**src/serdes_cfg_pkg.sv**
```systemverilog
package serdes_cfg_pkg;
   // Register offsets on the plain register port
   localparam logic [2:0] OFS_MODE = 3'h0;
   localparam logic [2:0] OFS_RXCFG = 3'h1;
   localparam logic [2:0] OFS_RXCNT = 3'h2;
   localparam logic [2:0] OFS_TXCFG = 3'h3;
   localparam logic [2:0] OFS_STAT = 3'h4;
   localparam logic [2:0] OFS_MASK = 3'h5;
   // Values after reset
   localparam logic [7:0] RST_MODE = 8'h00;
   localparam logic [6:0] RST_RXCFG = 7'h00;
   localparam logic [1:0] RST_CRS = 2'h0;
   localparam logic [7:0] RST_TXCFG = 8'h00;
   localparam logic [2:0] RST_MASK = 3'h0;
   // Field positions
   localparam int MODE_PROTO_LSB = 4;
   localparam int MODE_SUB_LSB = 2;
   localparam int MODE_CLK_LSB = 0;
   localparam int RXCFG_SYNCDIS = 6;
   localparam int RXCFG_INV = 5;
   localparam int RXCNT_CRS_LSB = 5;
   localparam int TXCFG_EN = 7;
   localparam int TXCFG_INV = 5;
   localparam int STAT_SYNC = 0;
   localparam int STAT_TXE = 1;
   localparam int STAT_CRS = 2;
   localparam int STAT_CRSNOW = 3;
   // Protocol codes
   localparam logic [3:0] PROTO_OFF = 4'h0;
   localparam logic [3:0] PROTO_ENET = 4'h1;
   localparam logic [3:0] PROTO_USB = 4'h2;
   localparam logic [3:0] PROTO_UART = 4'h3;
   localparam logic [3:0] PROTO_I2C = 4'h4;
   localparam logic [3:0] PROTO_SPI = 4'h5;
   // Submode and clock source codes
   localparam logic [1:0] SUB_USB_LOW = 2'h1;
   localparam logic [1:0] SUB_USB_HIGH = 2'h2;
   localparam logic [1:0] CLKSRC_OFF = 2'h0;
   localparam logic [1:0] CLKSRC_OSC = 2'h2;
   localparam logic [1:0] CLKSRC_PLL = 2'h3;
   // Carrier control codes
   localparam logic [1:0] CRS_ON_DETECT = 2'h2;
   localparam logic [1:0] CRS_ON_LOSS = 2'h3;
   // Sync pattern, plain default
   localparam int SYNC_W = 8;
   localparam logic [7:0] SYNC_PATTERN = 8'h80;
   localparam logic [5:0] FULL_WORD = 6'h20;
   typedef enum logic [1:0] {TX_IDLE = 2'b01, TX_SHIFT = 2'b10} tx_state_type;
endpackage

```
**src/serdes_config_control.sv**
```systemverilog
`timescale 1ns/1ps
module serdes_config_control
   import serdes_cfg_pkg::*;
(
   // Clock and reset
   input wire logic CLK_IN,
   input wire logic RST_B_IN,
   // Register port
   input wire logic [2:0] ADDR_IN,
   input wire logic [7:0] WDATA_IN,
   input wire logic WR_IN,
   input wire logic RD_IN,
   output logic [7:0] RDATA_OUT,
   output logic IRQ_OUT,
   // Clock source ticks
   input wire logic OSC_TICK_IN,
   input wire logic PLL_TICK_IN,
   // Serial line
   input wire logic RX_DATA_IN,
   input wire logic CARRIER_IN,
   output logic SHIFT_CLK_OUT,
   output logic TX_DATA_OUT,
   output logic TX_ACTIVE_OUT,
   // Protocol mode
   output logic USB_LOW_OUT,
   output logic USB_HIGH_OUT,
   // Word streams
   output logic [31:0] RX_WORD_OUT,
   output logic RX_VALID_OUT,
   input wire logic [31:0] TX_WORD_IN,
   input wire logic TX_VALID_IN,
   output logic TX_READY_OUT
);
   logic [7:0] mode_r;
   logic [6:0] rxcfg_r;
   logic [1:0] crs_ctrl_r;
   logic [7:0] txcfg_r;
   logic [2:0] mask_r;
   logic [3:0] proto;
   logic [1:0] sub;
   logic [1:0] clk_src;
   logic proto_ok;
   logic tick;
   logic sclk_r;
   logic rise_ev;
   logic fall_ev;
   logic samp_rise;
   logic drive_rise;
   logic sample_ev;
   logic drive_ev;
   logic rx_bit;
   logic [31:0] rx_shift_r;
   logic [4:0] rx_cnt_r;
   logic [5:0] rx_tgt;
   logic rx_done;
   logic sync_hit;
   logic carrier_r;
   logic crs_ev;
   logic [5:0] tx_tgt;
   logic [5:0] tx_left_r;
   logic [31:0] tx_shift_r;
   logic [31:0] tx_hold_r;
   logic tx_hold_v_r;
   logic tx_load;
   logic ser_en;
   tx_state_type tx_state_r;
   logic stat_rd;
   logic [2:0] stat;
   logic [7:0] rdata_nxt;

   // Configuration registers
   always_ff @(posedge CLK_IN or negedge RST_B_IN) begin
      if (!RST_B_IN) begin
         mode_r <= RST_MODE;
         rxcfg_r <= RST_RXCFG;
         crs_ctrl_r <= RST_CRS;
         txcfg_r <= RST_TXCFG;
         mask_r <= RST_MASK;
      end else if (WR_IN) begin
         case (ADDR_IN)
            OFS_MODE: mode_r <= WDATA_IN;
            OFS_RXCFG: rxcfg_r <= WDATA_IN[6:0];
            OFS_RXCNT: crs_ctrl_r <= WDATA_IN[RXCNT_CRS_LSB +: 2];
            OFS_TXCFG: txcfg_r <= {WDATA_IN[7], 1'b0, WDATA_IN[5:0]};
            OFS_MASK: mask_r <= WDATA_IN[2:0];
            default: ;
         endcase
      end
   end

   assign proto = mode_r[MODE_PROTO_LSB +: 4];
   assign sub = mode_r[MODE_SUB_LSB +: 2];
   assign clk_src = mode_r[MODE_CLK_LSB +: 2];
   assign ser_en = txcfg_r[TXCFG_EN];

   // reserved codes leave the unit idle
   assign proto_ok = (proto != PROTO_OFF) && (proto <= PROTO_SPI);
   assign USB_LOW_OUT = (proto == PROTO_USB) && (sub == SUB_USB_LOW);
   assign USB_HIGH_OUT = (proto == PROTO_USB) && (sub == SUB_USB_HIGH);

   always_comb begin
      case (clk_src)
         CLKSRC_OSC: tick = OSC_TICK_IN;
         CLKSRC_PLL: tick = PLL_TICK_IN;
         default: tick = 1'b0;
      endcase
   end

   // Shift clock toggles on each source tick while the protocol code is valid; a stopped source freezes it
   always_ff @(posedge CLK_IN or negedge RST_B_IN) begin
      if (!RST_B_IN) begin
         sclk_r <= 1'b0;
      end else if (proto_ok && tick) begin
         sclk_r <= ~sclk_r;
      end
   end
   assign SHIFT_CLK_OUT = sclk_r;
   assign rise_ev = proto_ok & tick & ~sclk_r;
   assign fall_ev = proto_ok & tick & sclk_r;

   assign samp_rise = (proto == PROTO_SPI) ? sub[0] : 1'b1;
   assign drive_rise = (proto == PROTO_SPI) ? ~sub[1] : 1'b0;
   assign sample_ev = samp_rise ? rise_ev : fall_ev;
   assign drive_ev = drive_rise ? rise_ev : fall_ev;

   assign rx_bit = RX_DATA_IN ^ rxcfg_r[RXCFG_INV];
   // A zero count means a full 32-bit word
   assign rx_tgt = (rxcfg_r[4:0] == 5'h00) ? FULL_WORD : {1'b0, rxcfg_r[4:0]};
   // word completes at the programmed count
   assign rx_done = sample_ev && (({1'b0, rx_cnt_r} + 6'h01) == rx_tgt);

   // Deserializer
   always_ff @(posedge CLK_IN or negedge RST_B_IN) begin
      if (!RST_B_IN) begin
         rx_shift_r <= '0;
         rx_cnt_r <= 5'h00;
         RX_WORD_OUT <= '0;
         RX_VALID_OUT <= 1'b0;
      end else begin
         RX_VALID_OUT <= rx_done;
         if (!proto_ok) begin
            rx_cnt_r <= 5'h00;
         end else if (sample_ev) begin
            rx_shift_r <= {rx_shift_r[30:0], rx_bit};
            rx_cnt_r <= rx_done ? 5'h00 : rx_cnt_r + 5'h01;
            if (rx_done) begin
               RX_WORD_OUT <= {rx_shift_r[30:0], rx_bit};
            end
         end
      end
   end

   // sync detection gated by the disable bit
   sync_detect u_sync (
      .clk_in(CLK_IN),
      .rst_b_in(RST_B_IN),
      .en_in(proto_ok && !rxcfg_r[RXCFG_SYNCDIS]),
      .bit_valid_in(sample_ev),
      .bit_in(rx_bit),
      .hit_out(sync_hit)
   );

   // Carrier edge tracking
   always_ff @(posedge CLK_IN or negedge RST_B_IN) begin
      if (!RST_B_IN) begin
         carrier_r <= 1'b0;
      end else begin
         carrier_r <= CARRIER_IN;
      end
   end
   always_comb begin
      case (crs_ctrl_r)
         CRS_ON_DETECT: crs_ev = CARRIER_IN & ~carrier_r;
         CRS_ON_LOSS: crs_ev = ~CARRIER_IN & carrier_r;
         default: crs_ev = 1'b0;
      endcase
   end

   // Transmit holding buffer; it refills while the shifter is busy
   assign TX_READY_OUT = ~tx_hold_v_r;
   assign tx_tgt = (txcfg_r[4:0] == 5'h00) ? FULL_WORD : {1'b0, txcfg_r[4:0]};
   // loads only while the serializer is enabled
   assign tx_load = ser_en && drive_ev && tx_hold_v_r && (tx_left_r <= 6'h01);

   always_ff @(posedge CLK_IN or negedge RST_B_IN) begin
      if (!RST_B_IN) begin
         tx_hold_r <= '0;
         tx_hold_v_r <= 1'b0;
      end else if (tx_load) begin
         tx_hold_v_r <= 1'b0;
      end else if (TX_VALID_IN && !tx_hold_v_r) begin
         tx_hold_r <= TX_WORD_IN;
         tx_hold_v_r <= 1'b1;
      end
   end

   // Serializer
   always_ff @(posedge CLK_IN or negedge RST_B_IN) begin
      if (!RST_B_IN) begin
         tx_state_r <= TX_IDLE;
         tx_shift_r <= '0;
         tx_left_r <= 6'h00;
         TX_DATA_OUT <= 1'b0;
      end else if (!ser_en) begin
         tx_state_r <= TX_IDLE;
         tx_left_r <= 6'h00;
         TX_DATA_OUT <= txcfg_r[TXCFG_INV];
      end else if (drive_ev) begin
         case (tx_state_r)
            TX_IDLE: begin
               if (tx_load) begin
                  tx_state_r <= TX_SHIFT;
                  tx_shift_r <= tx_hold_r;
                  tx_left_r <= tx_tgt;
                  TX_DATA_OUT <= tx_hold_r[0] ^ txcfg_r[TXCFG_INV];
               end
            end
            TX_SHIFT: begin
               // word ends after the programmed count
               if (tx_load) begin
                  tx_shift_r <= tx_hold_r;
                  tx_left_r <= tx_tgt;
                  TX_DATA_OUT <= tx_hold_r[0] ^ txcfg_r[TXCFG_INV];
               end else if (tx_left_r <= 6'h01) begin
                  tx_state_r <= TX_IDLE;
                  tx_left_r <= 6'h00;
                  TX_DATA_OUT <= txcfg_r[TXCFG_INV];
               end else begin
                  tx_shift_r <= {1'b0, tx_shift_r[31:1]};
                  tx_left_r <= tx_left_r - 6'h01;
                  TX_DATA_OUT <= tx_shift_r[1] ^ txcfg_r[TXCFG_INV];
               end
            end
            default: tx_state_r <= TX_IDLE;
         endcase
      end
   end
   assign TX_ACTIVE_OUT = (tx_state_r == TX_SHIFT);

   // Sticky status, cleared by reading it
   assign stat_rd = RD_IN && (ADDR_IN == OFS_STAT);
   sticky_bit u_syncf (
      .clk_in(CLK_IN),
      .rst_b_in(RST_B_IN),
      .set_in(sync_hit),
      .clr_in(stat_rd),
      .q_out(stat[STAT_SYNC])
   );
   sticky_bit u_txef (
      .clk_in(CLK_IN),
      .rst_b_in(RST_B_IN),
      .set_in(tx_load),
      .clr_in(stat_rd),
      .q_out(stat[STAT_TXE])
   );
   sticky_bit u_crsf (
      .clk_in(CLK_IN),
      .rst_b_in(RST_B_IN),
      .set_in(crs_ev),
      .clr_in(stat_rd),
      .q_out(stat[STAT_CRS])
   );
   assign IRQ_OUT = |(stat & mask_r);

   // Read data; unmapped offsets read zero
   always_comb begin
      case (ADDR_IN)
         OFS_MODE: rdata_nxt = mode_r;
         OFS_RXCFG: rdata_nxt = {1'b0, rxcfg_r};
         OFS_RXCNT: rdata_nxt = {1'b0, crs_ctrl_r, rx_cnt_r};
         OFS_TXCFG: rdata_nxt = txcfg_r;
         OFS_STAT: rdata_nxt = {4'h0, carrier_r, stat};
         OFS_MASK: rdata_nxt = {5'h00, mask_r};
         default: rdata_nxt = 8'h00;
      endcase
   end
   always_ff @(posedge CLK_IN or negedge RST_B_IN) begin
      if (!RST_B_IN) begin
         RDATA_OUT <= 8'h00;
      end else if (RD_IN) begin
         RDATA_OUT <= rdata_nxt;
      end else begin
         RDATA_OUT <= 8'h00;
      end
   end
endmodule // serdes_config_control

```
**src/sticky_bit.sv**
```systemverilog
`timescale 1ns/1ps
module sticky_bit (
   input wire logic clk_in,
   input wire logic rst_b_in,
   input wire logic set_in,
   input wire logic clr_in,
   output logic q_out
);
   // Set wins over a clear in the same cycle
   always_ff @(posedge clk_in or negedge rst_b_in) begin
      if (!rst_b_in) begin
         q_out <= 1'b0;
      end else begin
         q_out <= set_in | (q_out & ~clr_in);
      end
   end
endmodule // sticky_bit

```
**src/sync_detect.sv**
```systemverilog
`timescale 1ns/1ps
module sync_detect
   import serdes_cfg_pkg::*;
(
   input wire logic clk_in,
   input wire logic rst_b_in,
   input wire logic en_in,
   input wire logic bit_valid_in,
   input wire logic bit_in,
   output logic hit_out
);
   logic [SYNC_W-1:0] hist_r;
   logic [SYNC_W-1:0] hist_nxt;
   assign hist_nxt = {hist_r[SYNC_W-2:0], bit_in};
   always_ff @(posedge clk_in or negedge rst_b_in) begin
      if (!rst_b_in) begin
         hist_r <= '0;
         hit_out <= 1'b0;
      end else begin
         hit_out <= 1'b0;
         if (!en_in) begin
            // Flush so a stale history cannot match after re-enable
            hist_r <= '0;
         end else if (bit_valid_in) begin
            hist_r <= hist_nxt;
            hit_out <= (hist_nxt == SYNC_PATTERN);
         end
      end
   end
endmodule // sync_detect

```
**config.mk**
```make
export PLATFORM = sky130hd
export DESIGN_NAME = serdes_config_control
export DESIGN_NICKNAME = d
export VERILOG_FILES = /design/src/serdes_cfg_pkg.sv /design/src/serdes_config_control.sv /design/src/sticky_bit.sv /design/src/sync_detect.sv
export SDC_FILE = /design/constraint.sdc
export NUM_CORES = 1
export LEC_CHECK = 0
export ABC_CLOCK_PERIOD_IN_PS = 4500
export BUFFER_PORTS_ARGS = -buffer_cell sky130_fd_sc_hd__buf_4
export CORE_MARGIN = 1
export CORE_UTILIZATION = 53
export CTS_BUF_LIST = sky130_fd_sc_hd__clkbuf_4 sky130_fd_sc_hd__clkbuf_8 sky130_fd_sc_hd__clkbuf_16
export CTS_CLUSTER_DIAMETER = 30
export DETAILED_ROUTE_END_ITERATION = 8
export HOLD_SLACK_MARGIN = 0.05
export PLACE_DENSITY = 0.7
export SETUP_SLACK_MARGIN = 0.05
export SLEW_MARGIN = 15
export SYNTH_ARGS = -nofsm -noshare
export SYNTH_HDL_FRONTEND = slang
export SYNTH_HIERARCHICAL = 1
export SYNTH_SLANG_ARGS = --single-unit
```
**constraint.sdc**
```tcl
create_clock -name CLK_IN -period 4.5 [get_ports CLK_IN]
set_input_delay 0.675 -clock CLK_IN [delete_from_list [all_inputs] [get_ports CLK_IN]]
set_output_delay 0.675 -clock CLK_IN [all_outputs]
set_load 0.01 [all_outputs]
```
---- Word level (Yosys, flattened, before mapping) ----
Index checks and enable logic that the tools add are counted.
storage, ports and cells
  register bits ........................... 191
  input port bits ......................... 52
  output and inout bits ................... 48
  logic and storage cells ................. 148
cells by class
  add/sub/neg operators ................... 3
  order comparisons ....................... 2
  equal/unequal tests ..................... 26
  muxes and demuxes ....................... 41
  bitwise operators ....................... 22
  reduce and logical (&&, ||, !) cells .... 31
operator list
  cell                                                                    count
  32-bit 2-to-1 mux                                                       3
  32-bit case mux with 2 select lines                                     1
  8-bit case mux with 6 select lines                                      1
  6-bit 2-to-1 mux                                                        7
  5-bit 2-to-1 mux                                                        3
  7-bit 2-to-1 mux                                                        2
  2-bit AND reduction                                                     7
  1-bit 2-to-1 mux                                                        13
  2-bit == test (second input constant)                                   6
  3-bit by 2-bit != test with 1-bit output (second input constant)        4
  6-bit case mux with 2 select lines                                      1
  1-bit logical AND                                                       11
  5-bit zero test                                                         2
  2-bit 2-to-1 mux                                                        5
  1-bit bitwise AND                                                       8
  8-bit == test (second input constant)                                   1
  8-bit 2-to-1 mux                                                        1
  1-bit inverter                                                          7
  5-bit by 1-bit adder with 6-bit output (second input constant)          1
  3-bit by 2-bit == test with 1-bit output (second input constant)        2
  3-bit == test (second input constant)                                   2
  6-bit == test                                                           1
  6-bit by 1-bit <= comparator with 1-bit output (second input constant)  1
  2-bit by 1-bit != test with 1-bit output (second input constant)        3
  22 further kinds                                                        32

---- Depth between registers and ports, before layout ----
  word-level depth ........................ 12
  depth in mapped cells ................... 9
  depth with buffers taken out ............ 8

---- Modules after synthesis ----
Netlist, hierarchy kept.
by module, submodules not included
  module                 instances  cells each  area each (µm²)  sequential area each (µm²)
  serdes_config_control  1          678         8131.5           4480.5
  sync_detect            1          26          359.1            200.2
  sticky_bit             3          3           36.3             25.0

---- Least setup slack after synthesis ----
OpenSTA, ideal clock, no wires.
  kind .................................... register to register
  from .................................... reg rxcfg_r[1]
  to ...................................... reg RX_WORD_OUT[10]
  library setup time ...................... 0.125 ns
  data arrival time ....................... 2.285 ns
  data required time ...................... 4.375 ns
  setup slack ............................. 2.091 ns
  cell stages (with the launch flop) ...... 8
  path buffers ............................ 2
  clock period less this slack ............ 2.409 ns
  path through ............................ dfrtp_1 -> or4_1 -> o2111a_1 -> nor4_2 -> and3_1 -> buf_2 -> buf_6 -> mux2_2
between the ends
  word-level cells in the longest chain between the ends .. 5
RTL lines
  element                                   RTL line                      source
  from (decl)                               serdes_config_control.sv:35   logic [6:0] rxcfg_r;
  from (signal assigned)                    serdes_config_control.sv:82   OFS_RXCFG: rxcfg_r <= WDATA_IN[6:0];
  5-bit zero test                           serdes_config_control.sv:128  assign rx_tgt = (rxcfg_r[4:0] == 5'h00) ? FULL_WORD : {1'b0, rxcfg_r[4:0]};
  6-bit 2-to-1 mux (*)                      serdes_config_control.sv:128
  6-bit == test (*)                         serdes_config_control.sv:130  assign rx_done = sample_ev && (({1'b0, rx_cnt_r} + 6'h01) == rx_tgt);
  1-bit logical AND (*)                     serdes_config_control.sv:130
  3-bit AND reduction (no source line) (*)  -
  to (signal assigned)                      serdes_config_control.sv:147  RX_WORD_OUT <= {rx_shift_r[30:0], rx_bit};
  to (decl)                                 serdes_config_control.sv:28   output logic [31:0] RX_WORD_OUT,
Mark *: on every way between the ends. The rest lies on a longest branch, timed or not.
A chain may end at the register's enable or synchronous reset.

---- Final worst setup path ----
  from .................................... reg mode_r[7]
  to ...................................... reg tx_shift_r[17]
between the ends
  word-level cells in the longest chain between the ends .. 10
  elaborated cells between the ends (all ways) .. 17
  classes of those cells .................. order compare (1); eq/ne (3); mux (4); bitwise (3); reduce/logical (6)
RTL lines
  element                                                                                             RTL line                                                    source
  from (decl)                                                                                         serdes_config_control.sv:34                                 logic [7:0] mode_r;
  from (signal assigned)                                                                              serdes_config_control.sv:74                                 mode_r <= RST_MODE;
  from (signal assigned)                                                                              serdes_config_control.sv:81                                 OFS_MODE: mode_r <= WDATA_IN;
  4-bit by 3-bit <= comparator with 1-bit output / 4-bit nonzero test (equally long branches)         serdes_config_control.sv:97                                 assign proto_ok = (proto != PROTO_OFF) && (proto <= PROTO_SPI);
  1-bit logical AND                                                                                   serdes_config_control.sv:97
  1-bit bitwise AND                                                                                   serdes_config_control.sv:118, serdes_config_control.sv:119
  1-bit bitwise AND (on tied branches)                                                                serdes_config_control.sv:119, serdes_config_control.sv:118
  1-bit 2-to-1 mux (*)                                                                                serdes_config_control.sv:124                                assign drive_ev = drive_rise ? rise_ev : fall_ev;
  1-bit logical AND (3 in a row)                                                                      serdes_config_control.sv:183                                assign tx_load = ser_en && drive_ev && tx_hold_v_r && (tx_left_r <= 6'h01);
  3-bit by 2-bit != test with 1-bit output (no source line), or another cell as far along             -
  5-bit AND reduction (no source line) / 32-bit case mux with 2 select lines (equally long branches)  -
  to (signal assigned)                                                                                serdes_config_control.sv:213                                tx_shift_r <= tx_hold_r;
  to (signal assigned)                                                                                serdes_config_control.sv:221                                tx_shift_r <= tx_hold_r;
  to (signal assigned)                                                                                serdes_config_control.sv:229                                tx_shift_r <= {1'b0, tx_shift_r[31:1]};
  to (decl)                                                                                           serdes_config_control.sv:61                                 logic [31:0] tx_shift_r;
Marked as above.

==> results.md <==
* Post-synth top area share at between 50% and 60%
* Status: finished clean
* Relative slew slack at 27.6%
* Die H at between 100 and 150 µm
* Syn Inst Count at 713
* Synth area leader: dfrtp_1
* CTS sink count at 190
* VDD IR max at between 0.2 and 0.3 mV
* Hold Path Class: in -> reg
* Post-CTS Resized at 0
* Setup WS pre-CTS at 1.47 ns
* Syn Nets at 770
* Register Area at 4760 µm²
* Multi-input logic area at 3560 µm²
* Min cycle time layout at 2.89 ns
* Clock slew at reported path FFs at 0.07 ns
* P&R area growth vs syn at 17.6%
* Inserted Clock Buffers at 17
* Fin. max-slew vios at 0
* Synth warn at 6
* Core Area at 15900 µm²
* H-tree levels at 4
* Nets at between 800 and 900
* Area of the mapped netlist at 8600 µm²
* Initial DRC Count at 537
* Synth Area in Adders at 0.727%
* DR WL/cell at 18.1 µm
* Leakage at 4.62 nW
* Max Cap Violations at 0
* IO Count at 100
* GR Overflow Total at 0
* Synth area leaders: dfrtp_1 55%, mux2_2 16%, a31oi_1 2.5%
* Final period utilization at 64.1%
* CP max FO at 33
* Via Count at 6080
* Final TNS setup at 0 ns
* Fillcell total at 1247
* Vias in the first global route at between 5000 and 6000
* Antenna cells at 0
* Worst-Margin Slew at 1.08 ns
* Critical Setup Path Class: reg -> reg
* Cts hold-fix bufs at 0
* Num rows at 46
* Post-synth EDFFs at 0
* Clock Skew at 0.00671 ns
* Dpl hpwl at 12200 µm
* Drt total wl at 18500 µm
* Routed Antenna Nets at 0
* Post-CTS Setup Inserts at 0
* Register area share after synthesis at between 50% and 60%
* First-pass GRT wire length at 30500 µm
* Post-synthesis simple-gate area fraction at under 10%
* Initial antenna violation count at 0
* Xor-xnor portion of the synthesized cell area at 1.02%
* Total GRT Usage at 23.6%
* Final setup fails at 0
* CP arrival at 3.15 ns
* Critical path required time at about 4.8 ns
* Post-DR vias/cell at 5.95
* Clk buf depth at 2
* Gpl congestion at 0.896
* Die area at around 17000 µm²
* Starting density of the core at a little over half
* CTS tree: done
* Final hold viol count at 0
* Detailed-route DRC error count at 0
* Width of the chip at 129 µm
* Root Driver: clkbuf_16
* Pwr Density at 485 nW/µm²
* Largest net degree at the start of global routing at 121
* Mux cell area share after synthesis at between 10% and 20%
* RSZ-0062 raised after global routing: false
* Clock Latency Late Sink at 0.43 ns
* I/O Buffers at 99
* Yosys reg bits at 190
* Crit start category: flop
* Number of library cell types mapped by synthesis at 66
* Min setup slack post-route at 1.61 ns
* Number of detailed-routing iterations run before antenna repair at 5
* Layout cells sized above 1 at 34.4%
* Async SR Flop Fraction at 100%
* FMAX at 346 MHz
* CP endpoint kind: flop
* Prevailing post-synth register cell: dfrtp_1
* Mean area per synthesized cell at 12.1 µm²
* Synth Area in Compound Gates at 12.1%
* Largest family of logic cells by synthesized area: multiplexers
worst max-delay path, stage by stage (launching register included):
cell	delay (ns)
dfrtp_1	0.41
nand4bb_1	0.32
o21ai_1	0.58
a211o_1	0.22
buf_4	0.31
clkinv_2	0.46
o21ai_1	0.29
a31oi_1	0.12
path summary, 6_finish.rpt:
check	slack, ns	end	from	cells after the start
setup reg to reg	1.61	tx_shift_r[17]	mode_r[7]	7
max in group asynchronous	3.23	RX_WORD_OUT[16]	RST_B_IN	2
setup / recovery	1.61	tx_shift_r[17]	mode_r[7]	7
hold reg to reg	0.43	u_syncf/q_out	u_sync/hit_out	1
hold / removal	0.37	carrier_r	CARRIER_IN	1
min in group asynchronous	0.39	tx_left_r[2]	RST_B_IN	1
cell usage after synthesis, types with 4 or more instances:
master,n
a21o_1,4
a21oi_1,40
a31oi_1,34
and2_1,4
buf_1,5
buf_6,8
clkbuf_1,31
dfrtp_1,189
ha_1,5
inv_1,19
mux2_1,4
mux2_2,121
mux2i_1,12
nand2_1,20
nand2b_1,5
nand3_1,39
nor2_1,20
nor2b_1,16
nor3_1,8
nor3b_1,4
o211ai_1,4
o21ai_0,17
o21ai_1,28
xnor2_1,6
xor2_1,4
stage by stage:
stage               instance area (µm²)  power, W  util, %  instances  hold WS [ns]
floorplan                          8600   0.00301        -        713         0.379
CTS                               10100   0.00492     63.5       1021         0.361
finish                            10100   0.00490     63.6       1022         0.375
global placement                   9470   0.00329     59.6        990         0.415
global route                      10100   0.00514     63.6       1022         0.354
detailed placement                 9470   0.00335     59.6        990         0.420
area by class of cell:
class                           instances  area share (%)
Clock buffer                           19            4.48
Clock inverter                         12            1.58
Tap cell                              216            2.67
Inverter                               20           0.755
Multi-Input combinational cell        458            35.3
Timing Repair Buffer                  107            8.21
Sequential cell                       190            47.0
metal layers:
metal / vias to the layer above / routed length [µm] / global-route usage [%]
li1: 2779 / - / -
met1: 3069 / 8270 / 32.9
met2: 204 / 8840 / 36.7
met3: 28 / 989 / 5.33
met4: 0 / 354 / 7.75
met5: - / 0 / 0
logic make-up (layout without fill, tap and decap cells):
| family | Yosys count | in the layout |
|---|---|---|
| simple gates | 139 | 139 |
| flops | 190 | 190 |
| buf+inv | 65 | 158 |
| xor+xnor | 10 | 10 |
| fa+ha+maj | 5 | 5 |
| mux | 139 | 139 |
| compound gates | 165 | 165 |
sequential cells by signal, indices dropped and copies added, names as in the netlist, 2 cells and up:
| register | count |
|---|---|
| mask_r | 3 |
| rx_shift_r | 31 |
| txcfg_r | 7 |
| u_sync/hist_r | 7 |
| RDATA_OUT | 8 |
| crs_ctrl_r | 2 |
| rxcfg_r | 7 |
| rx_cnt_r | 5 |
| RX_WORD_OUT | 32 |
| tx_hold_r | 32 |
| tx_shift_r | 31 |
| tx_left_r | 6 |
| mode_r | 8 |
| tx_state_r | 2 |
report_power, final:
part	switching, W	total, W	internal (W)
Combinational	0.000461	0.000942	0.000481
Clock	0.000654	0.00156	0.000907
Sequential	0.000302	0.00240	0.00209
placed cells by master (no fill, tap or decap), types with 5 or more instances in the layout:
cell type,n
nor3_1,7
ha_1,5
inv_1,19
xnor2_1,6
nand2b_1,5
nor2b_1,15
mux2i_1,12
nand2_1,20
a31oi_1,34
mux2_2,121
o21ai_1,28
dfrtp_1,189
nor2_1,19
clkbuf_16,17
buf_4,104
nand3_1,39
a21oi_1,40
o21ai_0,17
Power figures use the tool's default switching activity.
